**src/include/panel_consts.vh**
```
`ifndef PANEL_CONSTS_VH
`define PANEL_CONSTS_VH

// ----------------------------------------------------------------------
// Clock and timing
// ----------------------------------------------------------------------
`define CLK_MHZ          100
`define CLK_HZ           100000000
// Contact bounce settling time, in microseconds.
`define DEBOUNCE_US      10000
`define DEBOUNCE_CYC     24'h0F4240
// Least length of a generated reset pulse, in microseconds.
`define RST_PULSE_US     1000
`define RST_PULSE_CYC    24'h0186A0
// Least visible on-time of an activity indicator, in microseconds.
`define LED_ON_US        50000
`define LED_ON_CYC       24'h4C4B40
`define CNT_W            24

// ----------------------------------------------------------------------
// Register offsets (byte addresses)
// ----------------------------------------------------------------------
`define OFS_CTRL         12'h000
`define OFS_STATUS       12'h004
`define OFS_INT_STATUS   12'h008
`define OFS_INT_MASK     12'h00C
`define OFS_CONSOLE      12'h010

// ----------------------------------------------------------------------
// Field positions
// ----------------------------------------------------------------------
`define CTRL_SOFT_RST    0
`define CTRL_SW_FAULT    1
`define INT_ABORT        0
`define INT_WDOG         1
`define INT_W            2
`define ST_ABORT_HELD    0
`define ST_RESET_HELD    1
`define ST_RESET_ACTIVE  2
`define ST_SYSCON        3
`define ST_HALTED        4
`define ST_FUSE_OK       5
`define ST_FAULT         6
`define CON_DIV_LSB      0
`define CON_DIV_MSB      15
`define CON_BITS_LSB     16
`define CON_BITS_MSB     19
`define CON_TWO_STOP     20
`define CON_PAR_LSB      21
`define CON_PAR_MSB      22

// ----------------------------------------------------------------------
// Reset values
// ----------------------------------------------------------------------
`define CON_BAUD         9600
`define CON_DIV_RST      16'h28B0
`define CON_BITS_RST     4'h8
`define CON_PAR_RST      2'h0
`define INT_MASK_RST     2'h0

`endif

```
**src/hw/front_panel_control_status.v**
```verilog
// Chosen here: the APB interface to the registers and the placing of the registers.
`include "panel_consts.vh"
`default_nettype none

// Overview of operation
// - Abort pushbutton press raises an interrupt request to the local processor.
// - Abort is debounced and edge-sensitive: one press gives exactly one request.
// - Reset pushbutton press places every onboard device into reset.
// - Reset press drives backplane system reset only when board is system controller.
// - System reset comes from button, power-up, watchdog timeout or software bit.
// - Red failure indicator lights whenever a board fault is flagged.
// - Amber status indicator lights while the processor is halted.
// - Green run indicator shows any local bus master running a cycle.
// - System-controller indicator lights while acting as backplane system controller.
// - Network indicator lights while the network controller masters the local bus.
// - SCSI indicator lights while the SCSI controller masters the local bus.
// - Backplane indicator lights while mastering or being accessed on the backplane.
// - Console defaults to 9600 baud, eight bits, one stop, no parity.
module front_panel_control_status #(
    parameter [23:0] DEBOUNCE_CYC  = `DEBOUNCE_CYC,
    parameter [23:0] RST_PULSE_CYC = `RST_PULSE_CYC,
    parameter [23:0] LED_ON_CYC    = `LED_ON_CYC
) (
    // Clock and reset.
    input  wire        core_clk,
    input  wire        rst,
    // APB slave.
    input  wire        psel,
    input  wire        penable,
    input  wire        pwrite,
    input  wire [11:0] paddr,
    input  wire [31:0] pwdata,
    output reg  [31:0] prdata,
    output reg         pready,
    output reg         pslverr,
    // Pushbuttons, low while pressed.
    input  wire        abort_btn_n,
    input  wire        reset_btn_n,
    // Board state inputs.
    input  wire        syscon_role,
    input  wire        watchdog_timeout,
    input  wire        board_fault,
    input  wire        cpu_halted,
    input  wire        local_bus_busy,
    input  wire        lan_bus_master,
    input  wire        scsi_bus_master,
    input  wire        vme_master_busy,
    input  wire        vme_slave_busy,
    input  wire        fuse_ok,
    // Interrupt and resets.
    output reg         irq,
    output reg         board_reset,
    output reg         sysreset_o,
    output reg         sysreset_oe,
    // Front-panel indicators.
    output reg         fail_led,
    output reg         stat_led,
    output wire        run_led,
    output reg         system_controller_led,
    output wire        lan_led,
    output reg         fuse_led,
    output wire        scsi_led,
    output wire        vme_led,
    // Console serial format.
    output reg  [15:0] console_baud_div,
    output reg  [3:0]  console_data_bits,
    output reg         console_two_stop,
    output reg  [1:0]  console_parity
);

    // ------------------------------------------------------------------
    // Pushbutton filtering
    // ------------------------------------------------------------------
    wire abort_clean_n;
    wire reset_clean_n;
    reg  abort_prev_n;

    bounce_filter #(.HOLD(DEBOUNCE_CYC), .IDLE_LVL(1'b1)) u_abort_filter (
        .core_clk (core_clk),
        .rst      (rst),
        .raw      (abort_btn_n),
        .clean    (abort_clean_n)
    );

    bounce_filter #(.HOLD(DEBOUNCE_CYC), .IDLE_LVL(1'b1)) u_reset_filter (
        .core_clk (core_clk),
        .rst      (rst),
        .raw      (reset_btn_n),
        .clean    (reset_clean_n)
    );

    // Only the falling edge of the filtered level counts, so holding the
    // button down does not flood the processor with requests.
    wire abort_press = abort_prev_n & ~abort_clean_n;

    always @(posedge core_clk or posedge rst)
    begin
        if (rst)
            abort_prev_n <= 1'b1;
        else
            abort_prev_n <= abort_clean_n;
    end

    // ------------------------------------------------------------------
    // Register bus
    // ------------------------------------------------------------------
    reg         soft_rst_req;
    reg         sw_fault;
    reg  [1:0]  int_status;
    reg  [1:0]  int_mask;
    reg  [31:0] next_rdata;
    reg         next_err;

    wire setup    = psel & ~penable;
    wire access   = psel & penable & pready;
    wire wr       = access & pwrite;
    wire rd_intst = access & ~pwrite & (paddr == `OFS_INT_STATUS);
    reg  [23:0] reset_cnt;
    wire pulse_on = (reset_cnt != 24'h000000);

    // Read data is chosen in the setup cycle and registered, so the
    // access phase always completes on its first cycle.
    always @*
    begin
        next_rdata = 32'h00000000;
        next_err   = 1'b0;
        case (paddr)
            `OFS_CTRL:
                next_rdata[`CTRL_SW_FAULT] = sw_fault;
            `OFS_STATUS:
            begin
                next_rdata[`ST_ABORT_HELD]   = ~abort_clean_n;
                next_rdata[`ST_RESET_HELD]   = ~reset_clean_n;
                next_rdata[`ST_RESET_ACTIVE] = pulse_on;
                next_rdata[`ST_SYSCON]       = syscon_role;
                next_rdata[`ST_HALTED]       = cpu_halted;
                next_rdata[`ST_FUSE_OK]      = fuse_ok;
                next_rdata[`ST_FAULT]        = board_fault | sw_fault;
            end
            `OFS_INT_STATUS:
                next_rdata[1:0] = int_status;
            `OFS_INT_MASK:
                next_rdata[1:0] = int_mask;
            `OFS_CONSOLE:
            begin
                next_rdata[`CON_DIV_MSB:`CON_DIV_LSB]   = console_baud_div;
                next_rdata[`CON_BITS_MSB:`CON_BITS_LSB] = console_data_bits;
                next_rdata[`CON_TWO_STOP]               = console_two_stop;
                next_rdata[`CON_PAR_MSB:`CON_PAR_LSB]   = console_parity;
            end
            default:
                next_err = 1'b1;
        endcase
    end

    // Bus answer: ready one cycle after setup, dropped after the access.
    always @(posedge core_clk or posedge rst)
    begin
        if (rst)
        begin
            prdata  <= 32'h00000000;
            pready  <= 1'b0;
            pslverr <= 1'b0;
        end
        else if (setup)
        begin
            prdata  <= pwrite ? 32'h00000000 : next_rdata;
            pready  <= 1'b1;
            pslverr <= next_err;
        end
        else
        begin
            pready  <= 1'b0;
            pslverr <= 1'b0;
        end
    end

    // Writable control and console format registers.
    always @(posedge core_clk or posedge rst)
    begin
        if (rst)
        begin
            soft_rst_req      <= 1'b0;
            sw_fault          <= 1'b0;
            int_mask          <= `INT_MASK_RST;
            console_baud_div  <= `CON_DIV_RST;
            console_data_bits <= `CON_BITS_RST;
            console_two_stop  <= 1'b0;
            console_parity    <= `CON_PAR_RST;
        end
        else
        begin
            // The soft reset bit is a one-cycle strobe; it reads back as 0.
            soft_rst_req <= wr & (paddr == `OFS_CTRL) & pwdata[`CTRL_SOFT_RST];
            if (wr && paddr == `OFS_CTRL)
                sw_fault <= pwdata[`CTRL_SW_FAULT];
            if (wr && paddr == `OFS_INT_MASK)
                int_mask <= pwdata[1:0];
            if (wr && paddr == `OFS_CONSOLE)
            begin
                console_baud_div  <= pwdata[`CON_DIV_MSB:`CON_DIV_LSB];
                console_data_bits <= pwdata[`CON_BITS_MSB:`CON_BITS_LSB];
                console_two_stop  <= pwdata[`CON_TWO_STOP];
                console_parity    <= pwdata[`CON_PAR_MSB:`CON_PAR_LSB];
            end
        end
    end

    // ------------------------------------------------------------------
    // Interrupts
    // ------------------------------------------------------------------
    wire [1:0] int_events = {watchdog_timeout, abort_press};

    // A read clears the status, but an event in the same cycle survives.
    always @(posedge core_clk or posedge rst)
    begin
        if (rst)
        begin
            int_status <= 2'h0;
            irq        <= 1'b0;
        end
        else
        begin
            int_status <= (rd_intst ? 2'h0 : int_status) | int_events;
            irq        <= |(int_status & int_mask);
        end
    end

    // ------------------------------------------------------------------
    // Reset generation
    // ------------------------------------------------------------------
    // The counter comes out of power-up loaded, so every power-up gives
    // a full-length pulse; a held button keeps reloading it.
    always @(posedge core_clk or posedge rst)
    begin
        if (rst)
            reset_cnt <= RST_PULSE_CYC;
        else if (~reset_clean_n | watchdog_timeout | soft_rst_req)
            reset_cnt <= RST_PULSE_CYC;
        else if (pulse_on)
            reset_cnt <= reset_cnt - 24'h000001;
    end

    // Onboard reset follows every source; the backplane line is driven
    // only by the system controller, pulled low through its enable.
    always @(posedge core_clk or posedge rst)
    begin
        if (rst)
        begin
            board_reset <= 1'b1;
            sysreset_o  <= 1'b0;
            sysreset_oe <= 1'b0;
        end
        else
        begin
            board_reset <= pulse_on;
            sysreset_o  <= 1'b0;
            sysreset_oe <= pulse_on & syscon_role;
        end
    end

    // ------------------------------------------------------------------
    // Indicators
    // ------------------------------------------------------------------
    // Level indicators follow their condition one cycle later.
    always @(posedge core_clk or posedge rst)
    begin
        if (rst)
        begin
            fail_led              <= 1'b0;
            stat_led              <= 1'b0;
            system_controller_led <= 1'b0;
            fuse_led              <= 1'b0;
        end
        else
        begin
            fail_led              <= board_fault | sw_fault;
            stat_led              <= cpu_halted;
            system_controller_led <= syscon_role;
            fuse_led              <= fuse_ok;
        end
    end

    // Single bus cycles last tens of nanoseconds, far too short to see,
    // so activity is stretched; the output is the stretcher's own flop.
    pulse_stretch #(.HOLD(LED_ON_CYC)) u_run_led (
        .core_clk (core_clk),
        .rst      (rst),
        .act      (local_bus_busy),
        .lit      (run_led)
    );

    pulse_stretch #(.HOLD(LED_ON_CYC)) u_lan_led (
        .core_clk (core_clk),
        .rst      (rst),
        .act      (lan_bus_master),
        .lit      (lan_led)
    );

    pulse_stretch #(.HOLD(LED_ON_CYC)) u_scsi_led (
        .core_clk (core_clk),
        .rst      (rst),
        .act      (scsi_bus_master),
        .lit      (scsi_led)
    );

    pulse_stretch #(.HOLD(LED_ON_CYC)) u_vme_led (
        .core_clk (core_clk),
        .rst      (rst),
        .act      (vme_master_busy | vme_slave_busy),
        .lit      (vme_led)
    );

endmodule // front_panel_control_status

`default_nettype wire

```
**src/hw/bounce_filter.v**
```verilog
`default_nettype none

// ----------------------------------------------------------------------
// Bounce filter: the output follows the input only after the input has
// held one level for HOLD consecutive cycles.
// ----------------------------------------------------------------------
module bounce_filter #(
    parameter [23:0] HOLD      = 24'h000010,
    parameter        IDLE_LVL  = 1'b1
) (
    // Clock and reset.
    input  wire        core_clk,
    input  wire        rst,
    // Raw and filtered level.
    input  wire        raw,
    output reg         clean
);

    reg [23:0] count;

    // Any return to the output level restarts the count, so chatter never passes.
    always @(posedge core_clk or posedge rst)
    begin
        if (rst)
        begin
            count <= 24'h000000;
            clean <= IDLE_LVL;
        end
        else if (raw == clean)
        begin
            count <= 24'h000000;
        end
        else if (count >= HOLD - 24'h000001)
        begin
            count <= 24'h000000;
            clean <= raw;
        end
        else
        begin
            count <= count + 24'h000001;
        end
    end

endmodule // bounce_filter

`default_nettype wire

```
**src/hw/pulse_stretch.v**
```verilog
`default_nettype none

// ----------------------------------------------------------------------
// Pulse stretcher: output is high while the input is high and for HOLD
// cycles after it falls.
// ----------------------------------------------------------------------
module pulse_stretch #(
    parameter [23:0] HOLD = 24'h000010
) (
    // Clock and reset.
    input  wire        core_clk,
    input  wire        rst,
    // Activity in, indicator out.
    input  wire        act,
    output reg         lit
);

    reg [23:0] remain;

    // Each new burst of activity restarts the hold time.
    always @(posedge core_clk or posedge rst)
    begin
        if (rst)
        begin
            remain <= 24'h000000;
            lit    <= 1'b0;
        end
        else if (act)
        begin
            remain <= HOLD;
            lit    <= 1'b1;
        end
        else if (remain != 24'h000000)
        begin
            remain <= remain - 24'h000001;
            lit    <= 1'b1;
        end
        else
        begin
            lit    <= 1'b0;
        end
    end

endmodule // pulse_stretch

`default_nettype wire

```
**config.mk**
```make
export PLATFORM = sky130hd
export DESIGN_NAME = front_panel_control_status
export DESIGN_NICKNAME = d
export VERILOG_FILES = /design/src/hw/front_panel_control_status.v /design/src/hw/bounce_filter.v /design/src/hw/pulse_stretch.v
export VERILOG_INCLUDE_DIRS = /design/src /design/src/include
export SDC_FILE = /design/constraint.sdc
export NUM_CORES = 1
export LEC_CHECK = 0
export BUFFER_PORTS_ARGS = -buffer_cell sky130_fd_sc_hd__buf_2
export CAP_MARGIN = 0
export CORE_MARGIN = 3
export CORE_UTILIZATION = 25
export CTS_CLUSTER_SIZE = 28
export DETAILED_ROUTE_END_ITERATION = 8
export GPL_ROUTABILITY_DRIVEN = 1
export PLACE_DENSITY_LB_ADDON = 0.12
export SYNTH_ARGS = -nofsm -noshare
export SYNTH_HDL_FRONTEND = slang
export SYNTH_SLANG_ARGS = --single-unit
export TNS_END_PERCENT = 50
```
**constraint.sdc**
```tcl
create_clock -name core_clk -period 7.5 [get_ports core_clk]
set_input_delay 1.5 -clock core_clk [delete_from_list [all_inputs] [get_ports core_clk]]
set_output_delay 1.5 -clock core_clk [all_outputs]
set_load 0.02 [all_outputs]
```
==> run_results.csv <==
group,metric,value,unit
run_status,run_status,"finished, final reports clean",
global_routing,globalRoute.busiestLayer,"met2",
clocking,clkTransAtPathRegs,0.06,ns
die,dieArea,48700,µm²
yosys,postSynth.asyncResetShare,1.00,
clocking,cts-root-to-sink-buffers,3,
cells_and_area,final_cells,1852,
global_routing,grt_overflow,0,
timing,timing_hold_violations_final,0,
clocking,htreeDepth,1,
power_and_ir_drop,power.share.switching,0.234,
power_and_ir_drop,power.clock.fraction,0.505,
job,cap_viol_max_count,0,
cells_and_area,fin_nets,1301,
power_and_ir_drop,worst_ir_drop_vdd,0.194,mV
critical_path,timing.critical_path.slowest_stage_cell,"sky130_fd_sc_hd__and3_1",
global_routing,grt_use_met3,0.0228,
detailed_routing,viasPerCell,4.60,
clocking,cts_root_buf,"sky130_fd_sc_hd__clkbuf_16",
power_and_ir_drop,seqPwrFrac,0.427,
global_routing,grt_pass1_vias,8558,
critical_path,worstPathArrival,3.34,ns
critical_path,worst_setup_path_startpoint,"local_bus_busy",
detailed_routing,avgRoutedWirePerCell,14.8,µm
critical_path,critical_path.reg2reg.startpoint,"reset_cnt[11]$_DFFE_PP0P_",
clocking,cts_tree,"built",
detailed_routing,drt-pass1-iter-count,4,
critical_path,worst_path_largest_cell_delay,0.51,ns
global_routing,grt_pass1_wl,45.6,mm
hold_path,min_from,"u_abort_filter.clean$_DFFE_PP1P_",
detailed_routing,dr_total_vias,8511,
yosys,post_synth_instance_area,11500,µm²
die,die-width,221,µm
timing,setup_tns,0,ns
timing,worst_slew_pin_slew,0.954,ns
die,floorplan.initialDensity,0.253,
timing,final-max-slew-violation-count,0,
clocking,cts_post_setup_buffers_inserted,0,
power_and_ir_drop,power_leakage,5.72,nW
critical_path,critical_path_peak_fanout,27,
timing,grt_setup_unrepaired,"false",
die,io-pin-count,130,
detailed_routing,drt_iter0_markers,409,
yosys,ys_ff_latch,236,
die,core.rowCount,78,
critical_path,worstSetupStartpointType,"input pin",
placement,placed_cells,1796,
critical_path,required,7.93,ns
yosys,synthesis.instances,1112,
global_routing,antenna_found_initial,1,
detailed_routing,post-route-drc-count,0,
clocking,cts_hold_buffers,0,
yosys,synthFlopType,"sky130_fd_sc_hd__dfrtp_1",
timing,final.setup_skew,0.00719,ns
timing,finalCritPeriodShare,0.388,
cells_and_area,layout_cell_share_with_drive_strength_beyond_1,0.203,
power_and_ir_drop,p_per_area,228,nW/µm²
cells_and_area,syn2layout_area_growth,19.9,%
global_routing,met2_usage,0.182,
timing,timing.fmax,0.343,GHz
placement,placement.io_buffers,110,
yosys,yosysUniqueCellTypes,70,
clocking,cts_made_buffers,30,
detailed_routing,drt_wl_total,27.3,mm
placement,place_congestion,0.720,
critical_path,crit_path_kind,"input pin to flop",
hold_path,hold_removal_path_class,"flop to flop",
clocking,post_cts.resized_instances,0,
timing,timing.final.crit_period,2.91,ns
timing,timing.slew.headroom,0.362,
critical_path,timing.critical_path.to_type,"flop",
die,placeableCoreArea,45500,µm²
power_and_ir_drop,share_of_power_burned_in_combinational_logic,0.068,
placement,place_hpwl,17.7,mm
cells_and_area,final_common_cell,"sky130_fd_sc_hd__dfrtp_1",
yosys,syn_avg_cell_area,10.4,µm²
power_and_ir_drop,p_switching,736,µW
cells_and_area,final_cell_mix,"sky130_fd_sc_hd__dfrtp_1 (220), sky130_fd_sc_hd__nor2_1 (145), sky130_fd_sc_hd__buf_2 (110)",
global_routing,grt_start_max_net_pins,122,
clocking,clk-insertion-delay-late,0.55,ns
yosys,synth-warning-count,0,
clocking,clock-sinks,236,
global_routing,grt_util_met1,0.156,
power_and_ir_drop,internal_power,2.41,mW
yosys,synth_enable_flop_cells,0,
die,floorplan.die.height,221,µm
yosys,synth-seq-area-share,0.514,
timing,setup_violators_final,0,
global_routing,grt_usage,0.112,
detailed_routing,antenna_left,0,
critical_path,path_cells,"buf_2 > nor3b_1 > and2_1 > and3_1 > nor4_1 > or3_1",
cells_and_area,layout.cell_area.non_filler,13800,µm²
placement,placement.cell_area,12700,µm²
[routing by layer]
| metal | part of all wire | up-vias |
|---|---|---|
| li1 | - | 4229 |
| met1 | 0.48 | 4177 |
| met2 | 0.47 | 68 |
| met3 | 0.031 | 37 |
| met4 | 0.020 | 0 |
| met5 | 0 | - |
[power by group through the flow]
stage	registers (mW)	clock network [mW]	logic [mW]
finish	1.34	1.59	0.214
global route	1.35	1.72	0.246
CTS	1.34	1.66	0.221
detailed placement	1.36	0	0.220
global placement	1.37	0	0.219
floorplan	1.36	0	0.164
[cells in the mapped netlist, types with 26 or more instances]
cell type | count | area (µm²)
sky130_fd_sc_hd__nor3_1 | 32 | 160
sky130_fd_sc_hd__nand3_1 | 43 | 215
sky130_fd_sc_hd__clkbuf_1 | 27 | 101
sky130_fd_sc_hd__xor2_1 | 59 | 517
sky130_fd_sc_hd__xnor2_1 | 29 | 254
sky130_fd_sc_hd__or3_1 | 40 | 250
sky130_fd_sc_hd__a22o_1 | 26 | 228
sky130_fd_sc_hd__nor4_1 | 38 | 238
sky130_fd_sc_hd__a21oi_1 | 37 | 185
sky130_fd_sc_hd__nor2_1 | 145 | 544
sky130_fd_sc_hd__dfrtp_1 | 220 | 5510
sky130_fd_sc_hd__mux2_2 | 37 | 417
sky130_fd_sc_hd__nand2_1 | 45 | 169
sky130_fd_sc_hd__nor2b_1 | 26 | 163
[final timing paths]
path,slack (ns),end,cells past startpoint
worst min register to register,0.40,abort_prev_n$_DFF_PP1_,0
worst max-delay path,4.59,u_run_led.remain[8]$_DFFE_PP0P_,6
worst max register to register,4.63,reset_cnt[1]$_DFFE_PP0P_,5
worst min-delay path,0.40,abort_prev_n$_DFF_PP1_,0
min in group asynchronous,1.15,console_baud_div[12]$_DFFE_PP0P_,2
max in group asynchronous,5.20,u_reset_filter.count[8]$_DFF_PP0_,3
[per-stage QoR]
step                utilization  setup slack [ns]  hold slack [ns]  power, mW
floorplan                     -              2.92            0.371       1.52
global placement          0.280              4.00            0.381       1.58
detailed placement        0.280              3.98            0.387       1.58
CTS                       0.304              4.57            0.396       3.23
global route              0.304              4.25            0.402       3.32
finish                    0.304              4.59            0.396       3.15
[final cells by class]
class	count	area [µm²]
multi-input combinational	824	5340
inverter	21	82.6
fill	4814	31700
timing repair buffer	115	613
sequential	236	5930
clock inverter	12	210
clock buffer	43	891
tap	600	751
antenna	1	2.50
[critical path, delay by kind of cell]
family	cells	cell delay, ns
AND/OR/NAND/NOR	5	1.56
buffers and inverters	1	0.25
[flip-flops by register name, indices dropped and copies added (netlist names), 2 cells and up]
| name | flops |
|---|---|
| console_baud_div | 16 |
| console_data_bits | 4 |
| console_parity | 2 |
| int_mask | 2 |
| int_status | 2 |
| prdata | 23 |
| reset_cnt | 24 |
| u_abort_filter.count | 24 |
| u_lan_led.remain | 24 |
| u_reset_filter.count | 24 |
| u_run_led.remain | 24 |
| u_scsi_led.remain | 24 |
| u_vme_led.remain | 24 |
[kinds of logic after synthesis]
logic type      count (synthesis)  synth area share
buf+inv                        69            0.0276
other cells                     1          0.000325
fa+ha+maj                      12            0.0130
simple gates                  513             0.246
xor+xnor                       88            0.0669
compound gates                147            0.0876
mux                            46            0.0440
flops                         236             0.514
Note: power is estimated with default switching activity, not from simulation.
